$ cat src/common/lsc_regs.svh
// register offsets, field positions and reset values of the regulator state controls
// assumes an 8-bit register port with byte addresses
`ifndef LSC_REGS_SVH
`define LSC_REGS_SVH
`define LSC_IMG_A_ADDR 8'h42
`define LSC_CORE_ADDR 8'h44
`define LSC_IMG_A_RST 8'h04
`define LSC_CORE_RST 8'h3c
`define LSC_STATE_LSB 0
`define LSC_STATE_MSB 2
`define LSC_EXIT_LSB 3
`define LSC_EXIT_MSB 5
`define LSC_LIVE_MASK 8'h3f
`define LSC_CODE_OFF 3'h4
`define LSC_CODE_LOW 3'h5
`endif

$ cat src/common/lsc_pkg.sv
// types shared by the regulator state control
// assumes lsc_regs.svh for numeric constants
package lsc_pkg;
    typedef enum logic [1:0] {
        LSC_MODE_NONE = 2'b00,
        LSC_MODE_OFF = 2'b01,
        LSC_MODE_LOW = 2'b11,
        LSC_MODE_ACT = 2'b10
    } lsc_mode_t;
endpackage

$ cat src/common/lsc_ctl_if.sv
// carries one regulator control register between top and decoder
// assumes the top drives reg_val and reads the decoded mode
interface lsc_ctl_if;
    logic [7:0] reg_val;
    lsc_pkg::lsc_mode_t cur_mode;
    lsc_pkg::lsc_mode_t exit_mode;
    modport top (output reg_val, input cur_mode, input exit_mode);
    modport dec (input reg_val, output cur_mode, output exit_mode);
endinterface

$ cat src/core/lsc_decode.sv
// decodes the state and exit-state fields of one regulator register
// assumes a register value stable in the caller's clock domain
`include "lsc_regs.svh"
module lsc_decode
    import lsc_pkg::*;
(
    lsc_ctl_if.dec ctl
);
    function automatic lsc_mode_t lsc_code_mode(input logic [2:0] code);
        if (code == `LSC_CODE_OFF)
            return LSC_MODE_OFF;
        else if (code == `LSC_CODE_LOW)
            return LSC_MODE_LOW;
        else if (code[2])
            return LSC_MODE_ACT;
        else
            return LSC_MODE_NONE;
    endfunction

    assign ctl.cur_mode = lsc_code_mode(ctl.reg_val[`LSC_STATE_MSB:`LSC_STATE_LSB]); // [RULE1]
    assign ctl.exit_mode = lsc_code_mode(ctl.reg_val[`LSC_EXIT_MSB:`LSC_EXIT_LSB]); // [RULE2]
endmodule // lsc_decode

$ cat src/core/lsc_ldo_ctrl.sv
// state control registers of the core and imaging regulators
// assumes a byte-wide register port on mclk and an asynchronous exit pin
//
// Behaviour
// RULE1 - state codes 4 off, 5 low power, 6 and 7 active, 0 to 3 select no state.
// RULE2 - the standby exit pin loads each state field from its exit field unless that is 0 to 3.
// RULE3 - the host loads the exit fields after power up before relying on standby exit.
// RULE4 - the core register sits at 0x44, reads and writes, resets to 0x3c, top bits reserved.
// RULE5 - the imaging register sits at 0x42, reads and writes, resets to 0x04, top bits reserved.
// RULE6 - the imaging regulator's discharge path is on whenever it is off.
// RULE7 - reserved bits 7:6 ignore writes and read as zero.
`include "lsc_regs.svh"
module lsc_ldo_ctrl
    import lsc_pkg::*;
(
    // clock, reset, enable
    input wire logic mclk,
    input wire logic sys_rst,
    input wire logic clk_en,
    // register port
    input wire logic reg_wr,
    input wire logic reg_rd,
    input wire logic [7:0] reg_addr,
    input wire logic [7:0] reg_wdata,
    output logic [7:0] reg_rdata_ff,
    output logic reg_hit_ff,
    // pins
    input wire logic standby_exit_pin,
    // regulator controls
    output lsc_mode_t core_ldo_mode_ff,
    output lsc_mode_t imaging_ldo_a_mode_ff,
    output logic imaging_ldo_a_discharge_ff
);
    // ------------------------------------------------
    // registers and decoders
    // ------------------------------------------------
    logic [7:0] core_ldo_control_ff;
    logic [7:0] imaging_ldo_a_control_ff;
    logic [7:0] nxt_core;
    logic [7:0] nxt_img;
    logic exit_s1_ff;
    logic exit_s2_ff;
    logic exit_d_ff;
    logic exit_rise;
    lsc_ctl_if core_if ();
    lsc_ctl_if img_if ();

    assign core_if.reg_val = core_ldo_control_ff;
    assign img_if.reg_val = imaging_ldo_a_control_ff;

    lsc_decode u_core_dec (.ctl(core_if));
    lsc_decode u_img_dec (.ctl(img_if));

    // ------------------------------------------------
    // exit pin synchroniser
    // ------------------------------------------------
    always_ff @(posedge mclk) begin
        if (sys_rst) begin
            exit_s1_ff <= 1'b0;
            exit_s2_ff <= 1'b0;
            exit_d_ff <= 1'b0;
        end else if (clk_en) begin
            exit_s1_ff <= standby_exit_pin;
            exit_s2_ff <= exit_s1_ff;
            exit_d_ff <= exit_s2_ff;
        end
    end

    assign exit_rise = exit_s2_ff & ~exit_d_ff;

    // ------------------------------------------------
    // register update
    // ------------------------------------------------
    function automatic logic [7:0] lsc_next(input logic [7:0] cur, input logic wr,
                                             input logic [7:0] wd, input logic ex);
        logic [7:0] v;
        v = cur;
        if (wr)
            v = wd & `LSC_LIVE_MASK; // [RULE7]
        // exit codes 0 to 3 have a clear top bit; a same-cycle write decides
        if (ex && v[`LSC_EXIT_MSB])
            v[`LSC_STATE_MSB:`LSC_STATE_LSB] = v[`LSC_EXIT_MSB:`LSC_EXIT_LSB]; // [RULE2]
        return v;
    endfunction

    always_comb begin
        nxt_core = lsc_next(core_ldo_control_ff, reg_wr && reg_addr == `LSC_CORE_ADDR,
                            reg_wdata, exit_rise);
        nxt_img = lsc_next(imaging_ldo_a_control_ff, reg_wr && reg_addr == `LSC_IMG_A_ADDR,
                           reg_wdata, exit_rise);
    end

    always_ff @(posedge mclk) begin
        if (sys_rst) begin
            core_ldo_control_ff <= `LSC_CORE_RST; // [RULE4]
            imaging_ldo_a_control_ff <= `LSC_IMG_A_RST; // [RULE5]
        end else if (clk_en) begin
            core_ldo_control_ff <= nxt_core; // [RULE4]
            imaging_ldo_a_control_ff <= nxt_img; // [RULE5]
        end
    end

    // ------------------------------------------------
    // read port
    // ------------------------------------------------
    always_ff @(posedge mclk) begin
        if (sys_rst) begin
            reg_rdata_ff <= 8'h00;
            reg_hit_ff <= 1'b0;
        end else if (clk_en) begin
            if (reg_rd && reg_addr == `LSC_CORE_ADDR) begin
                reg_rdata_ff <= core_ldo_control_ff & `LSC_LIVE_MASK; // [RULE7]
                reg_hit_ff <= 1'b1;
            end else if (reg_rd && reg_addr == `LSC_IMG_A_ADDR) begin
                reg_rdata_ff <= imaging_ldo_a_control_ff & `LSC_LIVE_MASK; // [RULE7]
                reg_hit_ff <= 1'b1;
            end else begin
                reg_rdata_ff <= 8'h00;
                reg_hit_ff <= 1'b0;
            end
        end
    end

    // ------------------------------------------------
    // regulator outputs
    // ------------------------------------------------
    always_ff @(posedge mclk) begin
        if (sys_rst) begin
            core_ldo_mode_ff <= LSC_MODE_OFF;
            imaging_ldo_a_mode_ff <= LSC_MODE_OFF;
            imaging_ldo_a_discharge_ff <= 1'b1;
        end else if (clk_en) begin
            core_ldo_mode_ff <= core_if.cur_mode; // [RULE1]
            imaging_ldo_a_mode_ff <= img_if.cur_mode; // [RULE1]
            imaging_ldo_a_discharge_ff <= (img_if.cur_mode == LSC_MODE_OFF); // [RULE6]
        end
    end
endmodule // lsc_ldo_ctrl

$ cat config.mk
export PLATFORM = sky130hd
export DESIGN_NAME = lsc_ldo_ctrl
export DESIGN_NICKNAME = d
export VERILOG_FILES = /design/src/common/lsc_pkg.sv /design/src/common/lsc_ctl_if.sv /design/src/core/lsc_decode.sv /design/src/core/lsc_ldo_ctrl.sv
export VERILOG_INCLUDE_DIRS = /design/src /design/src/common
export SDC_FILE = /design/constraint.sdc
export NUM_CORES = 1
export LEC_CHECK = 0
export BUFFER_PORTS_ARGS = -buffer_cell sky130_fd_sc_hd__buf_2
export CAP_MARGIN = 20
export CORE_MARGIN = 2
export CORE_UTILIZATION = 45
export CTS_CLUSTER_SIZE = 24
export DETAILED_ROUTE_END_ITERATION = 12
export PLACE_DENSITY_LB_ADDON = 0.08
export SYNTH_ARGS = -nofsm -noshare
export SYNTH_HDL_FRONTEND = slang
export SYNTH_SLANG_ARGS = --single-unit
$ cat constraint.sdc
create_clock -name mclk -period 2.4 [get_ports mclk]
set_input_delay 0.24 -clock mclk [delete_from_list [all_inputs] [get_ports mclk]]
set_output_delay 0.24 -clock mclk [all_outputs]
set_load 0.02 [all_outputs]
==> results of run 1 <==
==> worst max-delay path: stages (launching register included) <==
cell	delay, ns
dfxtp_1	0.47
and4b_1	0.22
a211oi_1	0.06
mux2_1	0.31
a311oi_1	0.24
==> how the worst max path moves through the flow <==
stage                      from                          end  cells after the start
finish               exit_s2_ff  imaging_ldo_a_control_ff[0]                      4
global route         exit_s2_ff  imaging_ldo_a_control_ff[0]                      4
CTS                  exit_s2_ff  imaging_ldo_a_control_ff[0]                      4
detailed placement  reg_addr[5]           core_if.reg_val[3]                      4
global placement    reg_addr[5]           core_if.reg_val[5]                      4
floorplan           reg_addr[5]           core_if.reg_val[3]                      3
==> placed cells by master, fill, tap and decap left out, drive strengths merged, types with 3 or more instances in the layout <==
cell type | synthesis | layout
nand2 | 11 | 11
mux2 | 4 | 4
a22o | 6 | 6
nor2 | 20 | 20
clkbuf | 6 | 3
buf | 5 | 33
dfxtp | 27 | 27
a211o | 3 | 3
nand3 | 9 | 9
o211ai | 3 | 3
inv | 8 | 8
a311oi | 4 | 4
mux2i | 6 | 6
a21oi | 12 | 12
==> cell families (layout without fill, tap and decap cells) <==
| logic type | Yosys count | in the layout | share of synthesized area (%) |
|---|---|---|---|
| compound gates | 34 | 34 | 18.8 |
| other cells | 1 | 2 | 0.298 |
| mux | 10 | 10 | 8.35 |
| simple gates | 53 | 53 | 23.1 |
| flops | 27 | 27 | 42.9 |
| buf+inv | 19 | 45 | 6.56 |
==> power groups by stage <==
stage / combinational (mW) / sequential [mW] / clock, mW
after global routing: 0.0806 / 0.459 / 0.219
after CTS: 0.0733 / 0.457 / 0.198
after floorplan: 0.0444 / 0.469 / 0
final: 0.0730 / 0.457 / 0.191
after detailed placement: 0.0732 / 0.467 / 0
after global placement: 0.0719 / 0.467 / 0
==> registers in the layout, indices dropped and copies added (netlist names) <==
register	count
exit_s1_ff	1
core_if.reg_val	6
core_ldo_mode_ff	2
imaging_ldo_a_mode_ff	2
imaging_ldo_a_control_ff	6
reg_hit_ff	1
imaging_ldo_a_discharge_ff	1
exit_d_ff	1
exit_s2_ff	1
reg_rdata_ff	6
==> routing by layer <==
| layer | share of wire (%) | wire [µm] | vias up |
|---|---|---|---|
| met3 | 4.9 | 123 | 4 |
| met1 | 47 | 1170 | 482 |
| met5 | 0 | 0 | - |
| met4 | 1.2 | 31 | 0 |
| met2 | 47 | 1180 | 27 |
| li1 | - | - | 563 |
==> per-stage QoR <==
step / instances / setup slack (ns) / area, µm² / total power [mW]
global placement: 198 / 0.768 / 1420 / 0.539
floorplan: 145 / 1.03 / 1260 / 0.513
global route: 202 / 0.897 / 1450 / 0.759
detailed placement: 198 / 0.741 / 1420 / 0.540
CTS: 202 / 1.01 / 1450 / 0.728
finish: 202 / 1.02 / 1450 / 0.722
==> cell type report <==
class | instances | area [µm²]
clock inverter | 1 | 5.00
multi-input combinational | 99 | 639
inverter | 8 | 30.0
clock buffer | 3 | 22.5
tap | 31 | 38.8
sequential | 27 | 541
timing repair buffer | 33 | 170
fill | 293 | 1260
==> key figures, run 1 <==
GRT
  – Vias in the first global route: approximately 1000
  – Met3 GRT Util: under 10%
  – Initial antenna violation count: 0
  – Routing usage on met2: between 20% and 30%
  – Largest net degree at the start of global routing: 29
  – Top Usage Layer GRT: met2
  – Overall routing resource usage: between 10% and 20%
  – Grt total ovfl: 0
  – First-pass GRT wire length: about 4.4 mm
  – GR Util met1: approximately 23%

Routing
  – DR vias/cell: about 5.3
  – TritonRoute pass-1 iters: 4
  – DR vias: 1076
  – Post-Route WL: 2.51 mm
  – DRC errors left: 0
  – Number of DRC markers in iteration 0: 37
  – Wirelength per Cell: between 10 and 15 µm
  – Routed Antenna Nets: 0

Final layout
  – Final #Nets: between 150 and 200
  – P&R area growth vs syn: 14.9%
  – Inserted Diodes: 0
  – Fraction of layout cells with a size suffix above 1: ~25%
  – Final core utilization: between 50% and 60%

Clock tree
  – Setup bufs post-CTS: 0
  – Clk Latency, worst-skew pair: 0.32 ns
  – Post_cts resized: 0
  – Clock Path Buffers: 2
  – CTS tree: done
  – CTS clock-pin slew for the worst setup and hold paths: ~0.14 ns
  – CTS Buf Count: 3
  – CTS Sinks: 27
  – H-tree depth: 1
  – CTS root buf: clkbuf_4
  – Post-CTS Hold Buffers: 0

STA
  – TNS Setup: 0 ns
  – WHS: 0.151 ns
  – Period Utilization, post-route: 57.4%
  – RSZ-0062 raised after global routing: false
  – Final Hold Fails: 0
  – FMAX: 0.726 GHz
  – Final Critical Period: approximately 1.4 ns
  – Final setup viols: 0
  – Clock Skew: between 0.004 and 0.005 ns
  – Fin. max-slew vios: 0

Floorplanning
  – Die area: about 3200 µm²
  – Io pins: 36
  – Initial Util: ~46%
  – FP Rows: 19
  – Die H: around 57 µm
  – Core area: around 2700 µm²
  – Die width: ~57 µm

Power and ir drop
  – Peak VDD IR: ~0.00034 V
  – Leak: ~0.63 nW
  – Logic pwr share: roughly a tenth
  – Cell Pwr Density: about 500 nW/µm²
  – Flop pwr share: between 60% and 70%
  – NetSw: between 0.15 and 0.2 mW
  – Pint: 0.545 mW
  – Switching share of power: around a quarter
  – Clock share of power: a little over a quarter

Run status
  – Status: completed

Yosys
  – Commonest cells post-synth: dfxtp_1 (27), nor2_1 (20), a21oi_1 (12)
  – Mapped Cells: 144
  – Ys async rst share: 0%
  – Synth cell types: 30
  – Largest cells by area after synthesis: dfxtp_1 (43%), nor2_1 (6.0%), a21oi_1 (4.8%)
  – Most numerous cell in the Yosys netlist: dfxtp_1
  – Sequential area share after synthesis: between 40% and 50%
  – Post-synth top flop: dfxtp_1
  – Yosys reg bits: 27
  – Avg Inst Size Synth: about 8.7 µm²
  – Area share of the leading cell type in the synthesized netlist: 42.9%
  – Ys Warns: 0
  – Post-synth EDFFs: 0
  – Mapped Area: roughly 1300 µm²
  – Post-synth top area cell: dfxtp_1

Worst setup path
  – Startpoint class of the critical path: flop
  – R2R Setup Slk: 1.02 ns
  – Critical path class: flop to flop
  – Depth of the most critical reg-to-reg path: 4
  – Crit path arrival time: roughly 1.6 ns
  – Reg2reg start: exit_s2_ff
  – CP Capture Type: flop
  – Critical Path RT: around 2.6 ns
  – Worst R2R End: imaging_ldo_a_control_ff[0]
  – CP Max Fanout: 7

Min path
  – Hold path depth: 3
  – End of the worst hold path: exit_s1_ff
  – HP Class: primary input to flop
  – Hold path start: standby_exit_pin

Placed design
  – PortBufs: 31
  – Final weighted congestion in routability-driven placement: 0.782

Job
  – Max Cap Viol: 0
Note: power is estimated with default switching activity, not from simulation.
==> run 2: changes to the inputs <==
==> constraint.sdc (replaced) <==
create_clock -name mclk -period 1.4 [get_ports mclk]
set_input_delay 0.14 -clock mclk [delete_from_list [all_inputs] [get_ports mclk]]
set_output_delay 0.14 -clock mclk [all_outputs]
set_load 0.02 [all_outputs]
==> run 2 against run 1 <==
Cell area increased by 4.5%. Count of clock-buffer cells in the layout unchanged. Clock skew grew 0.0025 ns. Core utilization grew 2.4 points. Combinational power increased by 85%. Sequential share of layout area down 1.4 points. Via count up 5.1%. Clock power grew 81%. Global-route usage rose by 1.3 points. Power grew 75%. First-iteration DRC count fell by 19%. Sequential power grew 72%.
==> key figures, run 2 (synthesis gave the netlist of run 1 again) <==
Floorplanning
  – Die width: 56.9 µm (unchanged)
  – Core area: 2710 µm² (unchanged)
  – FP Rows: 19 (unchanged)
  – Io pins: 36 (unchanged)
  – Die area: 3240 µm² (unchanged)
  – Initial Util: 46.4% (unchanged)
  – Die H: 56.9 µm (unchanged)

Clock tree
  – CTS root buf: clkbuf_4
  – CTS tree: done
  – CTS clock-pin slew for the worst setup and hold paths: 0.15 ns (about the same)
  – Post-CTS Hold Buffers: 0 (unchanged)
  – H-tree depth: 1 (unchanged)
  – CTS Buf Count: 3 (unchanged)
  – Clock Path Buffers: 2 (unchanged)
  – CTS Sinks: 27 (unchanged)
  – Clk Latency, worst-skew pair: 0.33 ns (about the same)

Power and ir drop
  – Clock share of power: 27.3% (+0.8 points)
  – Logic pwr share: 10.7% (+0.6 points)
  – NetSw: 0.319 mW (+81%)
  – Leak: 0.661 nW (+5.4%)
  – Cell Pwr Density: 836 nW/µm² (+68%)
  – Total power: 1.26 mW (+75%)
  – Peak VDD IR: 0.000602 V (+75%)
  – Pint: 0.945 mW (+73%)
  – Flop pwr share: 62.0% (-1.4 points)
  – Switching share of power: 25.2% (+0.77 points)

Final layout
  – Final #Nets: 202 (+4.1%)
  – Inserted Diodes: 0 (unchanged)
  – Commonest cells after routing, fill and taps aside: buf_2 (31), dfxtp_1 (25), nor2_1 (20), a21oi_1 (12), nand2_1 (11)
  – P&R area growth vs syn: 20.1%
  – Fraction of layout cells with a size suffix above 1: 29.1% (+4.5 points)
  – Final cell count without fillers: 210 (+4.0%)
  – Most common cell after layout, fill and taps aside: buf_2

Min path
  – End of the worst hold path: exit_s1_ff
  – Hold path depth: 3 (unchanged)
  – HP Class: primary input to flop
  – Hold path start: standby_exit_pin

Placed design
  – PortBufs: 31 (unchanged)
  – Final weighted congestion in routability-driven placement: 0.774 (-1.1%)
  – Pre-CTS WS: -0.144 ns (-0.885 ns)
  – Placed insts: 206 (+4.0%)
  – DP HPWL: ~2.1 mm

STA
  – FMAX: 0.754 GHz (+3.8%)
  – Fin. max-slew vios: 0 (unchanged)
  – Final Hold Fails: 0 (unchanged)
  – Clock Skew: 0.00657 ns (+0.00248 ns)
  – Period Utilization, post-route: 94.7% (+37 points)
  – WHS: 0.0407 ns (-0.111 ns)
  – Final worst slack: 0.0735 ns (-0.949 ns)
  – RSZ-0062 raised after global routing: false
  – Final Critical Period: 1.33 ns (-0.0510 ns)
  – Final setup viols: 0 (unchanged)

GRT
  – Vias in the first global route: 1039 (+4.2%)
  – Overall routing resource usage: 18.3% (+1.3 points)
  – Largest net degree at the start of global routing: 29 (unchanged)
  – Initial antenna violation count: 0 (unchanged)
  – Grt total ovfl: 0 (unchanged)
  – First-pass GRT wire length: 4.57 mm (+4.4%)

Job
  – Max Cap Viol: 0 (unchanged)

Worst setup path
  – Worst-path cell chain: nand3b_1 > a211oi_1 > mux2_1 > a311oi_1
  – Reg2reg start: exit_d_ff
  – Crit-path slowest cell: a211oi_1
  – Worst R2R End: core_if.reg_val[0]
  – Buf/Inv on CP: 0 (unchanged)
  – Crit path arrival time: 1.55 ns (-0.07 ns)
  – Critical path class: flop to flop
  – Critical Path RT: 1.62 ns (-1.02 ns)
  – Startpoint class of the critical path: flop
  – CP Max Fanout: 6 (-1)
  – Depth of the most critical reg-to-reg path: 4 (unchanged)
  – Crit-path max cell delay: 0.41 ns (-0.06 ns)
  – R2R Setup Slk: 0.07 ns (-0.95 ns)
  – CP Capture Type: flop
  – CP top delay family: compound AO/OA/AOI/OAI gates

Routing
  – DR vias: 1131 (+5.1%)
  – DR vias/cell: 5.39 (+1.1%)
  – Post-Route WL: 2.75 mm (+9.3%)
  – Met3 WL: 119 µm (-3.3%)
  – Wirelength per Cell: 13.1 µm (+5.1%)
  – Top sig layer: met4
  – Number of DRC markers in iteration 0: 30 (-19%)
  – DRC errors left: 0 (unchanged)
  – Metal-1 WL: 1.25 mm (+6.5%)
  – Met2 routed WL: 1.33 mm (+12%)
  – TritonRoute pass-1 iters: 5 (+1)
  – Routed Antenna Nets: 0 (unchanged)

Run status
  – Status: completed
-- run 2: power by group through the flow --
stage | logic [mW] | registers [mW] | clock network (mW)
after floorplan | 0.0761 | 0.804 | 0
after global placement | 0.133 | 0.800 | 0
after detailed placement | 0.136 | 0.801 | 0
after CTS | 0.137 | 0.784 | 0.361
after global routing | 0.148 | 0.786 | 0.383
final | 0.135 | 0.784 | 0.345
-- run 2: tightest hold or removal path: cells and delay by family --
kind          cells  cell delay (ns)
simple gates      1             0.07
buf+inv           1             0.07
mux               1             0.06
-- run 2: worst max-delay path by stage --
stage                           start                          end  slack (ns)  cells after the start
after floorplan           reg_addr[5]           core_if.reg_val[3]        0.13                      3
after global placement    reg_addr[5]  imaging_ldo_a_control_ff[1]       -0.05                      5
after detailed placement  reg_addr[5]  imaging_ldo_a_control_ff[1]       -0.14                      5
after CTS                  exit_s2_ff  imaging_ldo_a_control_ff[1]        0.01                      4
after global routing       exit_s2_ff  imaging_ldo_a_control_ff[1]       0.005                      4
final                       exit_d_ff           core_if.reg_val[0]        0.07                      4
-- run 2: area by class of cell --
cell class,instances,area (µm²)
clock inverters,1,7.51
fillers,274,1200
repair buffers,41,230
clock buffers,3,22.5
inverters,8,30.0
flip-flops and latches,27,543
multi-input cells,99,639
well taps,31,38.8
-- run 2: metrics by stage --
stage | setup TNS [ns] | instance area, µm² | util [%]
after global placement | -0.174 | 1480 | 54.6
after detailed placement | -0.496 | 1480 | 54.6
after global routing | 0 | 1510 | 55.8
after floorplan | 0 | 1260 | -
after CTS | 0 | 1510 | 55.7
final | 0 | 1510 | 55.8
-- run 2: metal layers --
metal	global-route usage, %	vias up
met1	22.3	518
met5	0	-
met2	31.5	30
met4	7.97	0
li1	-	578
met3	2.76	5
-- run 2: what timing repair did --
action / in CTS / in global routing
setup buffers: 0 / 0
endpoints found under the setup margin: 0 / 4
gates resized for setup: 0 / 2
hold endpoints to repair: 0 / 0
==> run 3: changes to the inputs <==
--- a/config.mk
+++ b/config.mk
@@ -6,12 +6,12 @@
 export SDC_FILE = /design/constraint.sdc
 export NUM_CORES = 1
 export LEC_CHECK = 0
-export BUFFER_PORTS_ARGS = -buffer_cell sky130_fd_sc_hd__buf_2
 export CAP_MARGIN = 20
 export CORE_MARGIN = 2
 export CORE_UTILIZATION = 45
 export CTS_CLUSTER_SIZE = 24
 export DETAILED_ROUTE_END_ITERATION = 12
+export DONT_BUFFER_PORTS = 1
 export PLACE_DENSITY_LB_ADDON = 0.08
 export SYNTH_ARGS = -nofsm -noshare
 export SYNTH_HDL_FRONTEND = slang
==> run 3 against run 2 <==
Clock power fell by 4%. Combinational power fell by 22%. Worst setup slack gained 0.021 ns. First-iteration DRC count rose by 30%. Final cell count is 12% lower. Sequential share of layout area increased by 2.3 points. Count of clock-buffer cells in the layout grew 1. Flip-flop and latch count unchanged. Fmax up 1.6%. Power fell by 3.0%. Largest power group unchanged.
==> key figures, run 3 (synthesis gave the netlist of run 1 again) <==
Run status
  – Status: completed

Power and ir drop
  – Cell Pwr Density: 864 nW/µm² (+3.3%)
  – Peak VDD IR: 0.000818 V (+36%)
  – Leak: 0.559 nW (-15%)

Final layout
  – Commonest cells after routing, fill and taps aside: dfxtp_1 (25), nor2_1 (20), a21oi_1 (12), nand2_1 (11)
  – Final core utilization: 52.4% (-3.4 points)
  – P&R area growth vs syn: 12.8%
  – Number of fill cells: 261 (-4.7%)
  – Fraction of layout cells with a size suffix above 1: 13.1% (-16 points)
  – Post-route design area: 1420 µm² (-6.0%)
  – Multi-input combinational cell area: 649 µm² (+1.6%)
  – Most common cell after layout, fill and taps aside: dfxtp_1
  – Final cell count without fillers: 184 (-12%)
  – Inserted Diodes: 0 (unchanged)
  – Final #Nets: 176 (-13%)
  – Reg area: 543 µm² (unchanged)

Worst setup path
  – Critical path class: flop to flop
  – Critical Path RT: 1.63 ns (about the same)
  – Worst-path cell chain: nand3b_1 > a211oi_2 > mux2_1 > a311oi_1
  – Reg2reg start: exit_d_ff
  – Startpoint class of the critical path: flop
  – Crit-path max cell delay: 0.39 ns (-0.02 ns)
  – Worst Setup SP: exit_d_ff
  – Worst R2R End: core_if.reg_val[0]
  – Crit path arrival time: 1.54 ns (about the same)
  – Critical Path Sink: core_if.reg_val[0]
  – Crit-path slowest cell: dfxtp_2
  – CP Capture Type: flop
  – CP Max Fanout: 6 (unchanged)
  – Depth of the most critical reg-to-reg path: 4 (unchanged)
  – R2R Setup Slk: 0.09 ns (+0.02 ns)

Routing
  – Routed Antenna Nets: 0 (unchanged)
  – Number of DRC markers in iteration 0: 39 (+30%)
  – Wirelength per Cell: 15.2 µm (+16%)
  – DR vias/cell: 5.74 (+6.7%)
  – TritonRoute pass-1 iters: 4 (-1)
  – DRC errors left: 0 (unchanged)
  – Post-Route WL: 2.79 mm (+1.6%)
  – DR vias: 1057 (-6.5%)

Clock tree
  – CTS tree: done
  – CTS Buf Count: 3 (unchanged)
  – CTS root buf: clkbuf_4
  – CTS Sinks: 27 (unchanged)
  – CTS clock-pin slew for the worst setup and hold paths: 0.14 ns (about the same)
  – Clk Latency, worst-skew pair: 0.32 ns (about the same)
  – H-tree depth: 1 (unchanged)
  – Clock Path Buffers: 2 (unchanged)

GRT
  – Overall routing resource usage: 18.6% (+0.29 points)
  – Largest net degree at the start of global routing: 27 (-6.9%)
  – Vias in the first global route: 972 (-6.4%)
  – First-pass GRT wire length: 4.73 mm (+3.3%)
  – Initial antenna violation count: 0 (unchanged)
  – Grt total ovfl: 0 (unchanged)

Job
  – Max Cap Viol: 0 (unchanged)

Floorplanning
  – Die H: 56.9 µm (unchanged)
  – Io pins: 36 (unchanged)
  – Die width: 56.9 µm (unchanged)
  – Initial Util: 46.4% (unchanged)
  – Core area: 2710 µm² (unchanged)
  – FP Rows: 19 (unchanged)
  – Die area: 3240 µm² (unchanged)

Placed design
  – Final weighted congestion in routability-driven placement: 0.743 (-4.0%)
  – Placed insts: 170 (-17%)
  – DP HPWL: 1.90 mm (-11%)
  – PortBufs: 0 (-100%)
  – Cell Area, Placed: 1290 µm² (-13%)

STA
  – WHS: 0.0191 ns (-0.0215 ns)
  – Slew Limit Headroom: around two fifths
  – Period Utilization, post-route: 93.2% (-1.5 points)
  – Final Hold Fails: 0 (unchanged)
  – Clock Skew: 0.00987 ns (+0.00330 ns)
  – Fin. max-slew vios: 0 (unchanged)
  – Final setup viols: 0 (unchanged)
  – Worst-margin pin slew: 0.906 ns
  – FMAX: 0.766 GHz (+1.6%)
  – Final Critical Period: 1.31 ns (-0.0211 ns)

Min path
  – HP Class: primary input to flop
[run 3: worst min path at each step]
stage	startpoint	end	slack (ns)	depth (start not counted)
3_5_place_dp	sys_rst	reg_rdata_ff[4]	0.22	1
5_1_grt	clk_en	imaging_ldo_a_mode_ff[0]	0.01	2
6_report	clk_en	reg_hit_ff	0.02	2
2_1_floorplan	reg_wdata[3]	imaging_ldo_a_control_ff[3]	0.28	2
4_1_cts	clk_en	reg_hit_ff	0.002	2
3_3_place_gp	sys_rst	reg_rdata_ff[4]	0.21	1
[run 3: what timing repair did]
item,CTS,global route
resized for setup,0,5
buffers inserted,0,3
setup endpoints to repair,0,5
hold endpoints to repair,26,0
hold buffers,7,0
[run 3: critical path: cells and delay by family, from the launching register on]
| kind | cells | cell delay (ns) |
|---|---|---|
| compound gates | 2 | 0.34 |
| mux | 1 | 0.29 |
| simple gates | 1 | 0.19 |
| flops | 1 | 0.39 |
[run 3: report_power, final]
group,internal (mW),switching [mW]
registers,0.778,0.0118
clock network,0.112,0.220
logic,0.0479,0.0575
[run 3: layout make-up]
cell class | count | share of cell area [%]
flip-flops and latches | 27 | 38.2
inverters | 8 | 2.11
well taps | 31 | 2.73
repair buffers | 15 | 9.34
clock buffers | 4 | 1.85
multi-input cells | 99 | 45.7
[run 3: routing by layer]
metal / up-vias / wire (µm) / GRT usage (%)
li1: 526 / - / -
met1: 484 / 1250 / 26.0
met2: 43 / 1310 / 28.2
met3: 4 / 197 / 5.53
met4: 0 / 28 / 3.99
met5: - / 0 / 0
[run 3: through the flow]
step | setup TNS [ns] | worst slack, ns | power (mW)
2_1_floorplan | 0 | 0.127 | 0.880
3_3_place_gp | 0 | 0.0607 | 0.872
3_5_place_dp | 0 | 0.0280 | 0.874
4_1_cts | 0 | 0.0252 | 1.23
5_1_grt | -0.0240 | -0.0107 | 1.28
6_report | 0 | 0.0946 | 1.23
